[src/e1lac_defines.svh]
`ifndef E1LAC_DEFINES_SVH
`define E1LAC_DEFINES_SVH

`define E1LAC_ADDR_CTRL1 8'h12
`define E1LAC_ADDR_CTRL2 8'h13
`define E1LAC_ADDR_CTRL3 8'h14

`define E1LAC_CTRL1_RST 8'h00
`define E1LAC_CTRL2_RST 8'h00
`define E1LAC_CTRL3_RST 8'h00

`define E1LAC_FLOOP_BIT 7
`define E1LAC_RCRC4_BIT 0

`define E1LAC_REF_CLK_NS 10
`define E1LAC_FRAME_NS 125000
`define E1LAC_TXCLK_LOSS_NS 1000
`define E1LAC_TXCLK_LOSS_CYC (`E1LAC_TXCLK_LOSS_NS / `E1LAC_REF_CLK_NS)
`define E1LAC_UPD_FAST_US 62500
`define E1LAC_UPD_SLOW_US 1000000
`define E1LAC_UPD_FAST_FRM ((`E1LAC_UPD_FAST_US * 1000) / `E1LAC_FRAME_NS)
`define E1LAC_UPD_SLOW_FRM ((`E1LAC_UPD_SLOW_US * 1000) / `E1LAC_FRAME_NS)
`define E1LAC_CRC4_RAI_MS 128
`define E1LAC_CRC4_CONST_MS 400
`define E1LAC_CRC4_RAI_FRM ((`E1LAC_CRC4_RAI_MS * 1000000) / `E1LAC_FRAME_NS)
`define E1LAC_CRC4_CONST_FRM ((`E1LAC_CRC4_CONST_MS * 1000000) / `E1LAC_FRAME_NS)
`define E1LAC_CL_ZEROS_STD 255
`define E1LAC_CL_ZEROS_ALT 2048

`endif

[src/e1lac_pkg.sv]
package e1lac_pkg;

   typedef struct packed {
      logic counter_update_select;
      logic violation_count_select;
      logic auto_all_ones_alarm_enable;
      logic auto_remote_alarm_enable;
      logic rx_serial_force_control;
      logic tx_clock_loss_mux;
      logic carrier_loss_criteria;
      logic tx_clock_source_select;
   } e1lac_ctrl2_t;

   typedef struct packed {
      logic remote_loop_enable;
      logic local_loop_enable;
      logic line_all_ones_enable;
      logic [4:0] tx_monitor_channel;
   } e1lac_ctrl3_t;

   typedef struct packed {
      logic frame_loss;
      logic ais_rx;
      logic fas_sync;
      logic crc4_mf_sync;
      logic frame_tick;
   } e1lac_rx_status_t;

   typedef struct packed {
      logic pos;
      logic neg;
   } e1lac_pair_t;

endpackage

[src/e1lac_top.sv]
// Functional notes
// - First common control bit 7 set enters framer loopback.
// - Framer loopback feeds transmit data to receiver; line transmit stays normal.
// - Framer loopback drives recovered clock output from transmit clock input.
// - Counter update every second, or every 500 frames when bit 7 set.
// - Bit 6 selects bipolar violations (0) or code violations (1).
// - Auto AIS sends AIS on frame loss, received AIS or carrier loss.
// - Auto RAI on those conditions, or CRC4 multiframe missing 128ms after FAS.
// - Auto RAI becomes constant if CRC4 multiframe sync missing 400ms.
// - Bit 3 forces receive serial output high during frame alignment loss.
// - Bit 2 switches formatter to recovered clock when transmit clock stops.
// - Carrier loss after 255 zeros, or 2048 zeros when bit 1 set.
// - Bit 0 forces recovered clock for formatter, ignoring transmit clock pin.
// - Remote loopback retransmits received line data; framer still receives normally.
// - Loopback register bit 6 enables local loopback.
// - Line AIS bit sends unframed all ones at master clock rate.
// - Bits 4..0 pick transmit channel copied into channel monitor register.
// - Local loopback keeps transmitting and replaces received data with transmitted data.
`timescale 1ns/1ps
`include "e1lac_defines.svh"
module e1lac_top (
   input wire logic ref_clk,
   input wire logic rst,
   input wire logic [7:0] reg_addr,
   input wire logic [7:0] reg_wdata,
   input wire logic reg_wr,
   input wire logic reg_rd,
   output logic [7:0] reg_rdata,
   input wire logic transmit_clock_in,
   input wire logic recovered_clock_in,
   input wire logic master_clock_in,
   input wire logic line_rx_pos,
   input wire logic line_rx_neg,
   input wire e1lac_pkg::e1lac_pair_t fmt_tx,
   input wire logic fmt_tx_nrz,
   input wire logic fmt_tx_frame_start,
   input wire e1lac_pkg::e1lac_rx_status_t rx_status,
   input wire logic rx_ser_in,
   output logic line_tx_pos,
   output logic line_tx_neg,
   output e1lac_pkg::e1lac_pair_t framer_rx,
   output logic rx_clock_out,
   output logic rx_serial_out,
   output logic tx_ais_force,
   output logic tx_rai_force,
   output logic rai_constant,
   output logic carrier_loss,
   output logic tx_clock_loss,
   output logic tx_clk_use_recovered,
   output logic counter_update,
   output logic violation_count_select,
   output logic [7:0] tx_channel_monitor_reg
);
   import e1lac_pkg::*;

   function automatic logic rising(input logic cur, input logic prev);
      rising = cur & ~prev;
   endfunction

   // Pins: 0 tx clock, 1 recovered clock, 2 master clock, 3 rx pos, 4 rx neg.
   logic [4:0] pin_in;
   logic [4:0] sync1_r, sync2_r, sync3_r;
   assign pin_in = {line_rx_neg, line_rx_pos, master_clock_in, recovered_clock_in, transmit_clock_in};

   genvar gi;
   generate
      for (gi = 0; gi < 5; gi++) begin : g_sync
         always_ff @(posedge ref_clk) begin
            if (rst) begin
               sync1_r[gi] <= 1'b0;
               sync2_r[gi] <= 1'b0;
               sync3_r[gi] <= 1'b0;
            end else begin
               sync1_r[gi] <= pin_in[gi];
               sync2_r[gi] <= sync1_r[gi];
               sync3_r[gi] <= sync2_r[gi];
            end
         end
      end
   endgenerate

   logic txclk_s, rclk_s, mclk_s;
   logic txclk_rise, rclk_rise, mclk_rise;
   e1lac_pair_t line_rx_s;
   assign txclk_s = sync2_r[0];
   assign rclk_s = sync2_r[1];
   assign mclk_s = sync2_r[2];
   assign line_rx_s = {sync2_r[3], sync2_r[4]};
   assign txclk_rise = rising(sync2_r[0], sync3_r[0]);
   assign rclk_rise = rising(sync2_r[1], sync3_r[1]);
   assign mclk_rise = rising(sync2_r[2], sync3_r[2]);

   // Register port.
   logic [7:0] ctrl1_r, ctrl1_nxt;
   e1lac_ctrl2_t ctrl2_r, ctrl2_nxt;
   e1lac_ctrl3_t ctrl3_r, ctrl3_nxt;
   logic [7:0] rdata_r, rdata_nxt;
   logic floop, crc4_en;

   assign floop = ctrl1_r[`E1LAC_FLOOP_BIT];
   assign crc4_en = ctrl1_r[`E1LAC_RCRC4_BIT];

   always_comb begin
      ctrl1_nxt = ctrl1_r;
      ctrl2_nxt = ctrl2_r;
      ctrl3_nxt = ctrl3_r;
      rdata_nxt = rdata_r;
      if (reg_wr) begin
         unique case (reg_addr)
            `E1LAC_ADDR_CTRL1: ctrl1_nxt = reg_wdata;
            `E1LAC_ADDR_CTRL2: ctrl2_nxt = e1lac_ctrl2_t'(reg_wdata);
            `E1LAC_ADDR_CTRL3: ctrl3_nxt = e1lac_ctrl3_t'(reg_wdata);
            default: ;
         endcase
      end
      if (reg_rd) begin
         unique case (reg_addr)
            `E1LAC_ADDR_CTRL1: rdata_nxt = ctrl1_r;
            `E1LAC_ADDR_CTRL2: rdata_nxt = ctrl2_r;
            `E1LAC_ADDR_CTRL3: rdata_nxt = ctrl3_r;
            default: rdata_nxt = 8'h00;
         endcase
      end
   end

   always_ff @(posedge ref_clk) begin
      if (rst) begin
         ctrl1_r <= `E1LAC_CTRL1_RST;
         ctrl2_r <= `E1LAC_CTRL2_RST;
         ctrl3_r <= `E1LAC_CTRL3_RST;
         rdata_r <= 8'h00;
      end else begin
         ctrl1_r <= ctrl1_nxt;
         ctrl2_r <= ctrl2_nxt;
         ctrl3_r <= ctrl3_nxt;
         rdata_r <= rdata_nxt;
      end
   end

   // Supervision counters: transmit clock loss, carrier zeros, CRC4 search, update period.
   logic [6:0] clk_idle_r, clk_idle_nxt;
   logic [11:0] zeros_r, zeros_nxt;
   logic [11:0] crc_wait_r, crc_wait_nxt;
   logic [12:0] upd_cnt_r, upd_cnt_nxt;
   logic txloss_r, txloss_nxt, cl_r, cl_nxt, upd_r, upd_nxt;
   logic [11:0] cl_limit;
   logic [12:0] upd_limit;

   always_comb begin
      clk_idle_nxt = clk_idle_r;
      txloss_nxt = txloss_r;
      if (txclk_rise) begin
         clk_idle_nxt = 7'h00;
         txloss_nxt = 1'b0;
      end else if (clk_idle_r == 7'(`E1LAC_TXCLK_LOSS_CYC - 1)) begin
         txloss_nxt = 1'b1;
      end else begin
         clk_idle_nxt = clk_idle_r + 7'h01;
      end
      cl_limit = ctrl2_r.carrier_loss_criteria ? 12'(`E1LAC_CL_ZEROS_ALT) : 12'(`E1LAC_CL_ZEROS_STD);
      zeros_nxt = zeros_r;
      cl_nxt = cl_r;
      if (rclk_rise) begin
         if (line_rx_s.pos | line_rx_s.neg) begin
            zeros_nxt = 12'h000;
            cl_nxt = 1'b0;
         end else if (zeros_r + 12'h001 >= cl_limit) begin
            zeros_nxt = cl_limit;
            cl_nxt = 1'b1;
         end else begin
            zeros_nxt = zeros_r + 12'h001;
         end
      end
      crc_wait_nxt = crc_wait_r;
      if (!crc4_en || !rx_status.fas_sync || rx_status.crc4_mf_sync) begin
         crc_wait_nxt = 12'h000;
      end else if (rx_status.frame_tick && crc_wait_r != 12'(`E1LAC_CRC4_CONST_FRM)) begin
         crc_wait_nxt = crc_wait_r + 12'h001;
      end
      upd_limit = ctrl2_r.counter_update_select ? 13'(`E1LAC_UPD_FAST_FRM) : 13'(`E1LAC_UPD_SLOW_FRM);
      upd_cnt_nxt = upd_cnt_r;
      upd_nxt = 1'b0;
      if (rx_status.frame_tick) begin
         if (upd_cnt_r + 13'h0001 >= upd_limit) begin
            upd_cnt_nxt = 13'h0000;
            upd_nxt = 1'b1;
         end else begin
            upd_cnt_nxt = upd_cnt_r + 13'h0001;
         end
      end
   end

   always_ff @(posedge ref_clk) begin
      if (rst) begin
         clk_idle_r <= 7'h00;
         txloss_r <= 1'b0;
         zeros_r <= 12'h000;
         cl_r <= 1'b0;
         crc_wait_r <= 12'h000;
         upd_cnt_r <= 13'h0000;
         upd_r <= 1'b0;
      end else begin
         clk_idle_r <= clk_idle_nxt;
         txloss_r <= txloss_nxt;
         zeros_r <= zeros_nxt;
         cl_r <= cl_nxt;
         crc_wait_r <= crc_wait_nxt;
         upd_cnt_r <= upd_cnt_nxt;
         upd_r <= upd_nxt;
      end
   end

   // Data paths and alarm outputs.
   e1lac_pair_t ltx_r, ltx_nxt, frx_r, frx_nxt;
   logic mpol_r, mpol_nxt;
   logic rclko_r, rclko_nxt, rxser_r, rxser_nxt, ais_r, ais_nxt, rai_r, rai_nxt;
   logic raic_r, raic_nxt, usercv_r, usercv_nxt, vsel_r, vsel_nxt;
   logic alarm_any;

   always_comb begin
      alarm_any = rx_status.frame_loss | rx_status.ais_rx | cl_r;
      mpol_nxt = mclk_rise ? ~mpol_r : mpol_r;
      // AMI all ones on master clock.
      if (ctrl3_r.line_all_ones_enable) begin
         // The new polarity is used from the first high cycle so that one mark never splits across both rails.
         ltx_nxt = {mclk_s & mpol_nxt, mclk_s & ~mpol_nxt};
      end else if (ctrl3_r.remote_loop_enable) begin
         ltx_nxt = line_rx_s;
      end else begin
         ltx_nxt = fmt_tx;
      end
      if (floop) begin
         frx_nxt = fmt_tx;
      end else if (ctrl3_r.local_loop_enable) begin
         frx_nxt = ltx_r;
      end else begin
         frx_nxt = line_rx_s;
      end
      rclko_nxt = floop ? txclk_s : rclk_s;
      rxser_nxt = (ctrl2_r.rx_serial_force_control & rx_status.frame_loss) | rx_ser_in;
      ais_nxt = ctrl2_r.auto_all_ones_alarm_enable & alarm_any;
      raic_nxt = ctrl2_r.auto_remote_alarm_enable && crc_wait_r == 12'(`E1LAC_CRC4_CONST_FRM);
      rai_nxt = ctrl2_r.auto_remote_alarm_enable
                && (alarm_any || crc_wait_r >= 12'(`E1LAC_CRC4_RAI_FRM));
      usercv_nxt = ctrl2_r.tx_clock_source_select | (ctrl2_r.tx_clock_loss_mux & txloss_r);
      vsel_nxt = ctrl2_r.violation_count_select;
   end

   always_ff @(posedge ref_clk) begin
      if (rst) begin
         ltx_r <= '0;
         frx_r <= '0;
         mpol_r <= 1'b0;
         rclko_r <= 1'b0;
         rxser_r <= 1'b0;
         ais_r <= 1'b0;
         rai_r <= 1'b0;
         raic_r <= 1'b0;
         usercv_r <= 1'b0;
         vsel_r <= 1'b0;
      end else begin
         ltx_r <= ltx_nxt;
         frx_r <= frx_nxt;
         mpol_r <= mpol_nxt;
         rclko_r <= rclko_nxt;
         rxser_r <= rxser_nxt;
         ais_r <= ais_nxt;
         rai_r <= rai_nxt;
         raic_r <= raic_nxt;
         usercv_r <= usercv_nxt;
         vsel_r <= vsel_nxt;
      end
   end

   // The monitor samples on the clock the formatter actually uses.
   logic tx_bit_stb;
   assign tx_bit_stb = usercv_r ? rclk_rise : txclk_rise;

   e1lac_chan_monitor u_mon (
      .ref_clk(ref_clk),
      .rst(rst),
      .bit_stb(tx_bit_stb),
      .bit_in(fmt_tx_nrz),
      .frame_start(fmt_tx_frame_start),
      .chan(ctrl3_r.tx_monitor_channel),
      .mon_byte(tx_channel_monitor_reg)
   );

   assign reg_rdata = rdata_r;
   assign line_tx_pos = ltx_r.pos;
   assign line_tx_neg = ltx_r.neg;
   assign framer_rx = frx_r;
   assign rx_clock_out = rclko_r;
   assign rx_serial_out = rxser_r;
   assign tx_ais_force = ais_r;
   assign tx_rai_force = rai_r;
   assign rai_constant = raic_r;
   assign carrier_loss = cl_r;
   assign tx_clock_loss = txloss_r;
   assign tx_clk_use_recovered = usercv_r;
   assign counter_update = upd_r;
   assign violation_count_select = vsel_r;
endmodule // e1lac_top

[src/e1lac_chan_monitor.sv]
`timescale 1ns/1ps
module e1lac_chan_monitor (
   input wire logic ref_clk,
   input wire logic rst,
   input wire logic bit_stb,
   input wire logic bit_in,
   input wire logic frame_start,
   input wire logic [4:0] chan,
   output logic [7:0] mon_byte
);
   logic [7:0] bit_cnt_r, bit_cnt_nxt;
   logic [6:0] shift_r, shift_nxt;
   logic [7:0] byte_r, byte_nxt;
   logic [7:0] pos;

   assign mon_byte = byte_r;

   always_comb begin
      pos = frame_start ? 8'h00 : bit_cnt_r;
      bit_cnt_nxt = bit_cnt_r;
      shift_nxt = shift_r;
      byte_nxt = byte_r;
      if (bit_stb) begin
         bit_cnt_nxt = pos + 8'h01;
         shift_nxt = {shift_r[5:0], bit_in};
         if (pos[7:3] == chan && pos[2:0] == 3'h7) begin
            byte_nxt = {shift_r, bit_in};
         end
      end
   end

   always_ff @(posedge ref_clk) begin
      if (rst) begin
         bit_cnt_r <= 8'h00;
         shift_r <= 7'h00;
         byte_r <= 8'h00;
      end else begin
         bit_cnt_r <= bit_cnt_nxt;
         shift_r <= shift_nxt;
         byte_r <= byte_nxt;
      end
   end
endmodule // e1lac_chan_monitor

[config.mk]
export PLATFORM = sky130hd
export DESIGN_NAME = e1lac_top
export DESIGN_NICKNAME = d
export VERILOG_FILES = /design/src/e1lac_pkg.sv /design/src/e1lac_top.sv /design/src/e1lac_chan_monitor.sv
export VERILOG_INCLUDE_DIRS = /design/src
export SDC_FILE = /design/constraint.sdc
export NUM_CORES = 1
export LEC_CHECK = 0
export BUFFER_PORTS_ARGS = -buffer_cell sky130_fd_sc_hd__buf_2
export CELL_PAD_IN_SITES_DETAIL_PLACEMENT = 1
export CELL_PAD_IN_SITES_GLOBAL_PLACEMENT = 1
export CORE_MARGIN = 1
export CORE_UTILIZATION = 40
export DETAILED_ROUTE_END_ITERATION = 12
export HOLD_SLACK_MARGIN = 0.1
export PLACE_DENSITY = 0.81
export RECOVER_POWER = 50
export SLEW_MARGIN = 5
export SYNTH_ARGS = -nofsm -noshare
export SYNTH_HDL_FRONTEND = slang
export SYNTH_SLANG_ARGS = --single-unit
[constraint.sdc]
create_clock -name ref_clk -period 3.9 [get_ports ref_clk]
set_input_delay 0.39 -clock ref_clk [delete_from_list [all_inputs] [get_ports ref_clk]]
set_output_delay 0.39 -clock ref_clk [all_outputs]
set_load 0.005 [all_outputs]
Word level (Yosys, flattened, before mapping):

Cells that the tools add are included.

* flip-flop bits (word level): 127
* output and inout bits: 30
* logic and storage cells: 119

* add/sub/neg operators: 5
* order comparisons: 3
* eq/ne operators: 8
* multiplexer cells: 17
* bitwise gates (word level): 19
* reductions and logical operators: 18

Operators with widths (count)
* 12-bit 2-to-1 mux: 3
* 13-bit 2-to-1 mux: 2
* 12-bit by 1-bit adder with 12-bit output (second input constant): 2
* 8-bit by 5-bit equality test with 1-bit output (second input constant): 3
* 8-bit case mux with 3 select lines: 1
* 13-bit by 1-bit adder with 13-bit output (second input constant): 1
* 13-bit >= comparator: 1
* 12-bit equality test (second input constant): 1
* 12-bit by 11-bit >= comparator with 1-bit output (second input constant): 1
* 12-bit >= comparator: 1
* 12-bit inequality test (second input constant): 1
* 2-bit AND reduction: 5
* 8-bit by 1-bit adder with 8-bit output (second input constant): 1
* 1-bit bitwise AND: 8
* 2-bit 2-to-1 mux: 4
* 8-bit 2-to-1 mux: 1
* 7-bit by 1-bit adder with 7-bit output (second input constant): 1
* 7-bit equality test (second input constant): 1
* 1-bit 2-to-1 mux: 6
* 1-bit inverter: 6
* 2-bit OR reduction: 3
* 5-bit equality test: 1
* 1-bit OR: 5
* 1-bit logical AND: 4
* other kinds (4): 7

Depth between registers and ports, before layout:

Gate-level depths: netlist (run 1).

* depth in word-level cells: 6
* mapped depth: 14

Modules after synthesis:

A second synthesis (run 1) with hierarchy kept.

* cell total of the unflattened synthesis: 710
* area total of the unflattened synthesis: 6158.4 sq um

Modules (own cells, without submodules)
* e1lac_top: times used 1, cells an instance 589, area each 5018.6 sq um
* e1lac_chan_monitor: times used 1, cells an instance 121, area each 1139.8 sq um

Least setup slack after synthesis (run 1):

OpenSTA, ideal clock, no wires.

* path type: register to register
* from: register upd_cnt_r[2]
* to: register upd_cnt_r[0]
* data arrival time: 2565 ps
* required time: 3775 ps
* path slack: 1210 ps
* cell stages (with the launch flop): 15
* path buffers: 1
* period minus slack after synthesis: 2690 ps
* cells stage by stage: dfxtp_1 -> buf_2 -> and4_1 -> nand2_1 -> nor2_1 -> nand3_1 -> xor2_1 -> inv_1 -> ha_1 -> and4_1 -> o2111ai_1 -> a221oi_1 -> o21ai_2 -> nand4b_1 -> o21ai_0

* word-level cells in the longest chain between the ends: 3

RTL lines
* from (decl): line e1lac_top.sv:144 `logic [12:0] upd_cnt_r, upd_cnt_nxt;`
* from (signal assigned): line e1lac_top.sv:208 `upd_cnt_r <= upd_cnt_nxt;`
* 13-bit by 1-bit adder with 13-bit output: line e1lac_top.sv:184 `if (upd_cnt_r + 13'h0001 >= upd_limit) begin`
* 13-bit >= comparator: line e1lac_top.sv:184
* 13-bit 2-to-1 mux: line e1lac_top.sv:184

Every way passes these cells.
A chain may end at the register's enable or synchronous reset.

Worst setup path after layout (run 1):

* from: register upd_cnt_r[0]
* to: register upd_cnt_r[4]

* word-level cells in the longest chain between the ends: 3

RTL lines (line)
* 13-bit by 1-bit adder with 13-bit output (*): e1lac_top.sv:184, e1lac_top.sv:188
* 13-bit >= comparator: e1lac_top.sv:184
* 13-bit 2-to-1 mux (*): e1lac_top.sv:184

Every way passes the cells marked *; elsewhere a longest branch is shown, timed or not.

==> run summary, run 1 <==
The run finished, with violations left. The checks that failed: capacitance limit, slew limit. The final number of hold-violating endpoints was 0. The transition time at the pin with the least slew margin came out at 1.77 ns.

The worst ir drop on vdd is 283 uV. Routability-driven placement finished with a final weighted congestion of 0.797. In this run the number of cells on the critical path is 11. Row generation in the floorplan step produced 44 rows. The worst hold slack after final layout came out at 0.174 ns. For the final routed database, the setup TNS stands at 0 ns. In this run the cell area measured after placement is 6390 um^2.

The total of cells resized after clock tree synthesis is 0. The die is 124 um wide. The final-report setup violation count is 0. The placeable core area is 14500 um^2. The starting density of the core is 40.8%.

The global router's overall resource usage came out at 22.3%. The average routed wire per standard cell came out at 16.7 um. The count of TritonRoute iterations in the first routing pass came out at 5.

At the placement stage, the worst setup path has a slack of 0.458 ns. The total via count in the routed design is 5319. For this design the ratio of total power to cell area is 422 nW/um^2. The maximum number of pins on one net before global-route repair is 42. In this run, CTS created clock tree buffers numbering 17. The final critical-path required period came out at 3.43 ns.

The worst clock skew on the final layout came out at 0.00806 ns. Leaving out fill and tap cells, the most frequent cell in the layout is sky130_fd_sc_hd__dfxtp_1. The count of clock tree sinks is 127. The cell with the largest stage delay on the worst path is sky130_fd_sc_hd__a21oi_1. In the layout the commonest cells are sky130_fd_sc_hd__dfxtp_1 (127), sky130_fd_sc_hd__nand2_1 (90), sky130_fd_sc_hd__nor2_1 (71). The buffer type at the clock tree root is sky130_fd_sc_hd__clkbuf_16. The post-route clock period utilization is 87.9%. The count of nets after finishing came out at 821. The count of hold buffers inserted by post-cts repair came out at 0.

STA puts the critical path data arrival time at 3.75 ns. The share of cells above drive strength 1 came out at 11.5%. The total wire length is 16000 um. Of the synthesized area, sequential elements account for 43.0%. The maximum fanout along the worst path is 9. The final-layout fill cell count came out at 1711. Of the post-synthesis cell area, the dominant cell type holds 43.0%. The TritonCTS clock tree is built. The number of nets handed over by synthesis was 759. The count of boundary I/O pins came out at 65. For this run, the number of Yosys warnings is 0. The wire-length estimate of the detail-placed layout is 11600 um. The min-delay analysis places its worst path in the category input pin to flip-flop.

The number of global-route vias before repair was 5430. The max-capacitance violation count came out at 1. The number of diodes added for antenna fixing is 0.

The insertion delay to the later sink of the worst-skew pair is 0.42 ns. Counting flops with an async set or reset pin after synthesis yields a share of 0%. The routed via count divided by cell count came out at 5.55. The worst slew margin relative to its limit came out at -18.2%. Summing every instance area after synthesis gives 5910 um^2. For this design the static power due to leakage is 2.66 nW. Among cell families on the critical path, the largest total delay comes from compound AO/OA/AOI/OAI gates. In the synthesized netlist, the number of instances is 700. The die span in y came out at 124 um.

In this design, the stage delay of the slowest critical-path cell is 0.46 ns. The count of cells along the worst register-to-register path is 11. The final routed DRC violation total is 0. For the worst setup path, the data required time is 4.23 ns. The first global-routing pass estimated 26200 um of wire. The number of buffers and inverters on the critical path is 1. The critical path endpoint category is a flip-flop. The initial antenna violation count is 0. The worst hold path was traced through 3 stages. The starting DRC count in detailed routing is 283.

After synthesis the netlist holds a flip-flop and latch count of 127. The signal on the critical path passes through ha_1, nand4_1, nor2_1, xnor2_1, inv_1, ha_1, a21o_1, a21o_1, a21oi_1, nand4b_1, o21ai_0. The count of flip-flops with a built-in enable after synthesis came out at 0. Setup repair after global routing left no endpoint under its margin.

The count of distinct cell types in the synthesized netlist is 61. After clock tree synthesis, the clock-pin slew on the worst setup and hold paths is 0.06 ns. The most used flip-flop cell after synthesis is sky130_fd_sc_hd__dfxtp_1.

The final max-slew violation count is 42. The synthesis-to-finish area growth is 16.8%. The average cell area after synthesis came out at 8.45 um^2. The number of levels the H-tree was split into came out at 4. The setup slack of the critical path after layout came out at 0.472 ns. The critical path is of the flip-flop to flip-flop type. The number of buffers added for setup after CTS came out at 0. Summed over all instances, the cell type with the most area after synthesis is sky130_fd_sc_hd__dfxtp_1. After synthesis, the cell types taking the most area are sky130_fd_sc_hd__dfxtp_1 (43%), sky130_fd_sc_hd__nand2_1 (5.7%), sky130_fd_sc_hd__a21oi_1 (5.1%).

The total overflow reported by the global router came out at 0. The worst setup path is launched from a flip-flop. After routing the design area is 6910 um^2. The die footprint came out at 15300 um^2. Buffers placed on the I/O ports in this run total 64. Static timing analysis puts the maximum clock frequency at 292 MHz. The overall power after layout is 0.00291 W. The maximum root-to-sink buffer count came out at 2. The remaining antenna violation count is 0.
## state kept, by name, summed over array words and instances, names as in the netlist, 7 cells and up
| name | flops |
|---|---|
| clk_idle_r | 7 |
| crc_wait_r | 12 |
| ctrl1_r | 8 |
| ctrl2_r | 7 |
| ctrl3_r | 8 |
| reg_rdata | 8 |
| u_mon.bit_cnt_r | 8 |
| u_mon.mon_byte | 8 |
| u_mon.shift_r | 7 |
| upd_cnt_r | 13 |
| zeros_r | 12 |
## metal layers
| metal | wire length [um] | part of all wire [%] | GRT usage, % |
|---|---|---|---|
| met5 | 0 | 0 | 0 |
| met4 | 204 | 1.3 | 7.45 |
| met3 | 569 | 3.6 | 5.54 |
| met2 | 8010 | 50 | 39.4 |
| met1 | 7200 | 45 | 26.1 |
## cells in the mapped netlist, drive strengths merged, types with 6 or more instances
cell type	n
dfxtp	127
nand2	90
nor2	71
a21oi	60
nand3	46
o21ai	36
ha	24
nor2b	24
inv	21
clkbuf	18
xnor2	16
xor2	16
mux2i	15
nand2b	14
nand4	13
buf	9
nor3	9
a222oi	8
or3	7
a22o	6
and3	6
## power breakdown
part | total [W] | switching, W | internal (W) | leakage, nW
clock network | 0.00148 | 0.000549 | 0.000932 | 0.279
registers | 0.00133 | 0.0000129 | 0.00131 | 1.03
logic | 0.000107 | 0.0000684 | 0.0000384 | 1.35
## logic make-up (layout without fill, tap and decap cells)
group | after synthesis | after routing | synth area share [%]
AOI/OAI and AO/OA | 143 | 143 | 14.8
buffers and inverters | 48 | 122 | 3.34
DFF | 127 | 127 | 43.0
muxes | 17 | 17 | 2.92
and+or+nand+nor | 309 | 309 | 26.1
adders and majority gates | 24 | 24 | 5.08
xor gates and xnor gates | 32 | 32 | 4.74
## cell type report
cell class | count | area (um^2) | area share, %
Sequential cell | 127 | 2540 | 36.8
Inverter | 21 | 78.8 | 1.14
Timing Repair Buffer | 70 | 333 | 4.82
Clock buffer | 24 | 492 | 7.12
Tap cell | 184 | 230 | 3.33
Clock inverter | 7 | 60.1 | 0.869
Multi-Input combinational cell | 525 | 3170 | 45.9
## path summary, 6_finish.rpt
| kind | from | to | slack (ns) |
|---|---|---|---|
| max | upd_cnt_r[0] | upd_cnt_r[4] | 0.47 |
| min | rx_ser_in | rx_serial_out | 0.17 |
| max reg2reg | upd_cnt_r[0] | upd_cnt_r[4] | 0.47 |
| min reg2reg | sync1_r[2] | mclk_s | 0.45 |
## stage by stage
step                instances  util (%)
floorplan                 700         -
global placement          927      44.1
detailed placement        927      44.1
CTS                       958      47.9
global route              958      47.7
finish                    958      47.7
## worst register-to-register path: stages (launching register included)
cell                       delay [ns]
sky130_fd_sc_hd__dfxtp_1         0.39
sky130_fd_sc_hd__ha_1            0.38
sky130_fd_sc_hd__nand4_1         0.30
sky130_fd_sc_hd__nor2_1          0.22
sky130_fd_sc_hd__xnor2_1         0.16
sky130_fd_sc_hd__inv_1           0.07
sky130_fd_sc_hd__ha_1            0.29
sky130_fd_sc_hd__a21o_1          0.16
sky130_fd_sc_hd__a21o_1          0.17
sky130_fd_sc_hd__a21oi_1         0.46
sky130_fd_sc_hd__nand4b_1        0.45
sky130_fd_sc_hd__o21ai_0         0.31
Note: power is estimated with default switching activity, not from simulation.
==> run 2: changes to the inputs <==
- CORE_UTILIZATION: 40 -> 44
- PLACE_DENSITY: 0.81 -> unset
- PLACE_DENSITY_LB_ADDON: unset -> 0.1
==> run summary, run 2 (synthesized netlist as in run 1, its figures left out) <==
The internal power came out at 0.00237 W. Dividing the detail-routed wire length by the instance count gives 16.4 um. In this run switching power makes up 21.5% of total power. The width of the die is 118 um. STA puts the critical path data arrival time at 3.71 ns.

The register-to-register setup slack is 0.52 ns. For the final routed database, the setup TNS stands at 0 ns. upd_cnt_r holds more flip-flops than any other register. The maximum root-to-sink buffer count came out at 2. The setup path with the least slack is of type flip-flop to flip-flop. The flow ran to the end, but the final reports show violations. The final-report setup violation count came out at 0. The sequential group share of total power came out at 44.0%. TritonCTS built the clock tree.

The total placed instance area came out at 6380 um^2. The largest stage delay on the critical path is 0.49 ns. The upper clock frequency limit came out at 296 MHz. The final-layout fill cell count is 1578. The area growth from synthesis to layout is 17.3%.

Entering global routing, the biggest net connects 42 pins. The leakage power of the design came out at 2.68 nW. The worst hold path begins at rx_ser_in. The min-delay analysis places its worst path in the category input pin to flip-flop. The global router's overall resource usage came out at 23.6%. The starting DRC count in detailed routing is 393. Across all layers, the routed design uses 5243 vias. The total wire length came out at 15600 um. The placeable core area came out at 12900 um^2.

The number of levels the H-tree was split into came out at 4. The initial antenna violation count is 1. 65 I/O pins were placed. The count of hold buffers inserted by post-cts repair came out at 0.

The power per cell area came out at 435 nW/um^2. STA classifies the critical path startpoint as a flip-flop. The count of buffering cells on the critical path with inverters included came out at 1. The final max-slew violation count is 42.

The number of clock buffers inserted by TritonCTS is 17. The transition time at the pin with the least slew margin came out at 1.79 ns. In this run the critical register-to-register path is captured at upd_cnt_r[10]. The startpoint of the lowest-slack register-to-register path is upd_cnt_r[2]. Summed over all nets, the half-perimeter wirelength after detailed placement is 11200 um. The largest registers in the layout are upd_cnt_r: 13 flops, crc_wait_r: 12 flops, zeros_r: 12 flops. The post-route clock period utilization came out at 86.7%. The signal on the critical path passes through and4_1, nand2_1, nor2_1, nand3_1, xor2_1, inv_1, ha_1, a21o_1, a21o_1, a21oi_1, nand4b_1, o21ai_0. The die span in y came out at 118 um. The final routed DRC violation total is 0.

The total of cells resized after clock tree synthesis came out at 0. The worst slew margin relative to its limit came out at -19.2%. The final critical-path required period is 3.38 ns. The worst ir drop on vdd came out at 291 uV.

The final reports fail on capacitance limit, slew limit. The count of TritonRoute iterations in the first routing pass came out at 5. The cell with the largest stage delay on the worst path is sky130_fd_sc_hd__dfxtp_1. The final number of hold-violating endpoints came out at 0. The number of flip-flops in the largest register is 13. STA classifies the critical path endpoint as a flip-flop.

The maximum fanout along the worst path came out at 9. Across the run, the number of max-cap violations was 1. The hold path endpoint is rx_serial_out. The insertion delay to the later sink of the worst-skew pair came out at 0.42 ns.

Setup repair after global routing left no endpoint under its margin. The number of buffers added for setup after CTS came out at 0. The number of rows created at floorplan is 41. The final design area excluding fillers came out at 6940 um^2.

In the layout the commonest cells are sky130_fd_sc_hd__dfxtp_1 (127), sky130_fd_sc_hd__nand2_1 (90), sky130_fd_sc_hd__nor2_1 (71). The count of clock tree sinks is 127. The cell family contributing the most delay on the critical path is simple AND/OR/NAND/NOR gates. The final weighted congestion in routability-driven placement is 0.805. The number of diodes added for antenna fixing came out at 0.

Across the routed clock network, the largest skew measured is 0.00768 ns. In this run the remaining antenna-violating nets after routing total 0. Leaving out fill and tap cells, the most frequent cell in the layout is sky130_fd_sc_hd__dfxtp_1.

The worst slack at placement came out at 0.457 ns. The share of cells above drive strength 1 is 11.7%. The starting density of the core came out at 45.9%. The total overflow reported by the global router came out at 0.

Once routing completed, OpenROAD measured the worst setup slack at 0.518 ns. After clock tree synthesis, the clock-pin slew on the worst setup and hold paths is 0.06 ns. The buffer type at the clock tree root is sky130_fd_sc_hd__clkbuf_16.

The number of global-route vias before repair came out at 5410. The power share of the combinational group is 3.5%. The count of buffers from port buffering came out at 64. Among the stages of the critical path, the cell type that occurs most often is sky130_fd_sc_hd__a21o_1. The die covers 13900 um^2.

The count of cells along the worst register-to-register path came out at 12. The net switching power of the design came out at 0.000649 W. The critical path required time came out at 4.23 ns. The clock network burns 52.5% of the power. The number of stages on the worst hold path came out at 3. The routed via count divided by cell count came out at 5.53. The global-route wire length before repair is 26300 um. The count of nets after finishing is 822.
[run 2: changes by cell type in the layout (fill, tap and decap cells not counted), sizes merged]
cell,delta
clkinvlp,+1
clkinv,+1
bufinv,+2
clkbuf,-2
[run 2: worst max path at each step]
stage                       from       endpoint  slack, ns  cells after the start
finish              upd_cnt_r[2]  upd_cnt_r[10]       0.52                     12
CTS                 upd_cnt_r[2]   upd_cnt_r[1]       0.45                     13
global placement    upd_cnt_r[0]  upd_cnt_r[10]       0.79                     11
floorplan           upd_cnt_r[2]   upd_cnt_r[0]       1.21                     14
detailed placement  upd_cnt_r[2]  upd_cnt_r[10]       0.46                     12
global route        upd_cnt_r[2]   upd_cnt_r[1]       0.15                     12
[run 2: metrics by stage]
step	power (W)	hold slack (ns)	instances	utilization (%)
finish	0.00302	0.188	948	53.9
global route	0.00311	0.208	948	53.9
CTS	0.00305	0.170	948	54.1
detailed placement	0.00146	0.428	916	49.6
global placement	0.00146	0.431	916	49.6
floorplan	0.00141	0.414	700	-
[run 2: power by group through the flow]
| stage | clock network [W] | logic [W] | registers (W) |
|---|---|---|---|
| global route | 0.00166 | 0.000119 | 0.00133 |
| floorplan | 0 | 0.0000637 | 0.00135 |
| detailed placement | 0 | 0.000107 | 0.00135 |
| global placement | 0 | 0.000104 | 0.00135 |
| finish | 0.00159 | 0.000106 | 0.00133 |
| CTS | 0.00161 | 0.000109 | 0.00133 |
[run 2: area by class of cell]
| cell class | count | area (um^2) | area share, % |
|---|---|---|---|
| clock buffers | 21 | 450 | 6.49 |
| flip-flops and latches | 127 | 2540 | 36.7 |
| clock inverters | 11 | 140 | 2.02 |
| inverters | 21 | 78.8 | 1.14 |
| well taps | 172 | 215 | 3.10 |
| multi-input cells | 525 | 3170 | 45.7 |
| repair buffers | 71 | 338 | 4.87 |
[run 2: metal layers]
metal  vias up  part of all wire (%)  GRT usage [%]
met4         0                   2.3           11.8
met2        85                    48           39.2
met1      2534                    46           28.8
met5         -                     0              0
met3        29                   3.5           4.94
li1       2595                     -              -
[run 2: worst min-delay path: cells and delay by family]
| family | cells | cell delay [ns] |
|---|---|---|
| AND/OR/NAND/NOR | 1 | 0.06 |
| buffers and inverters | 1 | 0.08 |
| AO/OA/AOI/OAI | 1 | 0.03 |
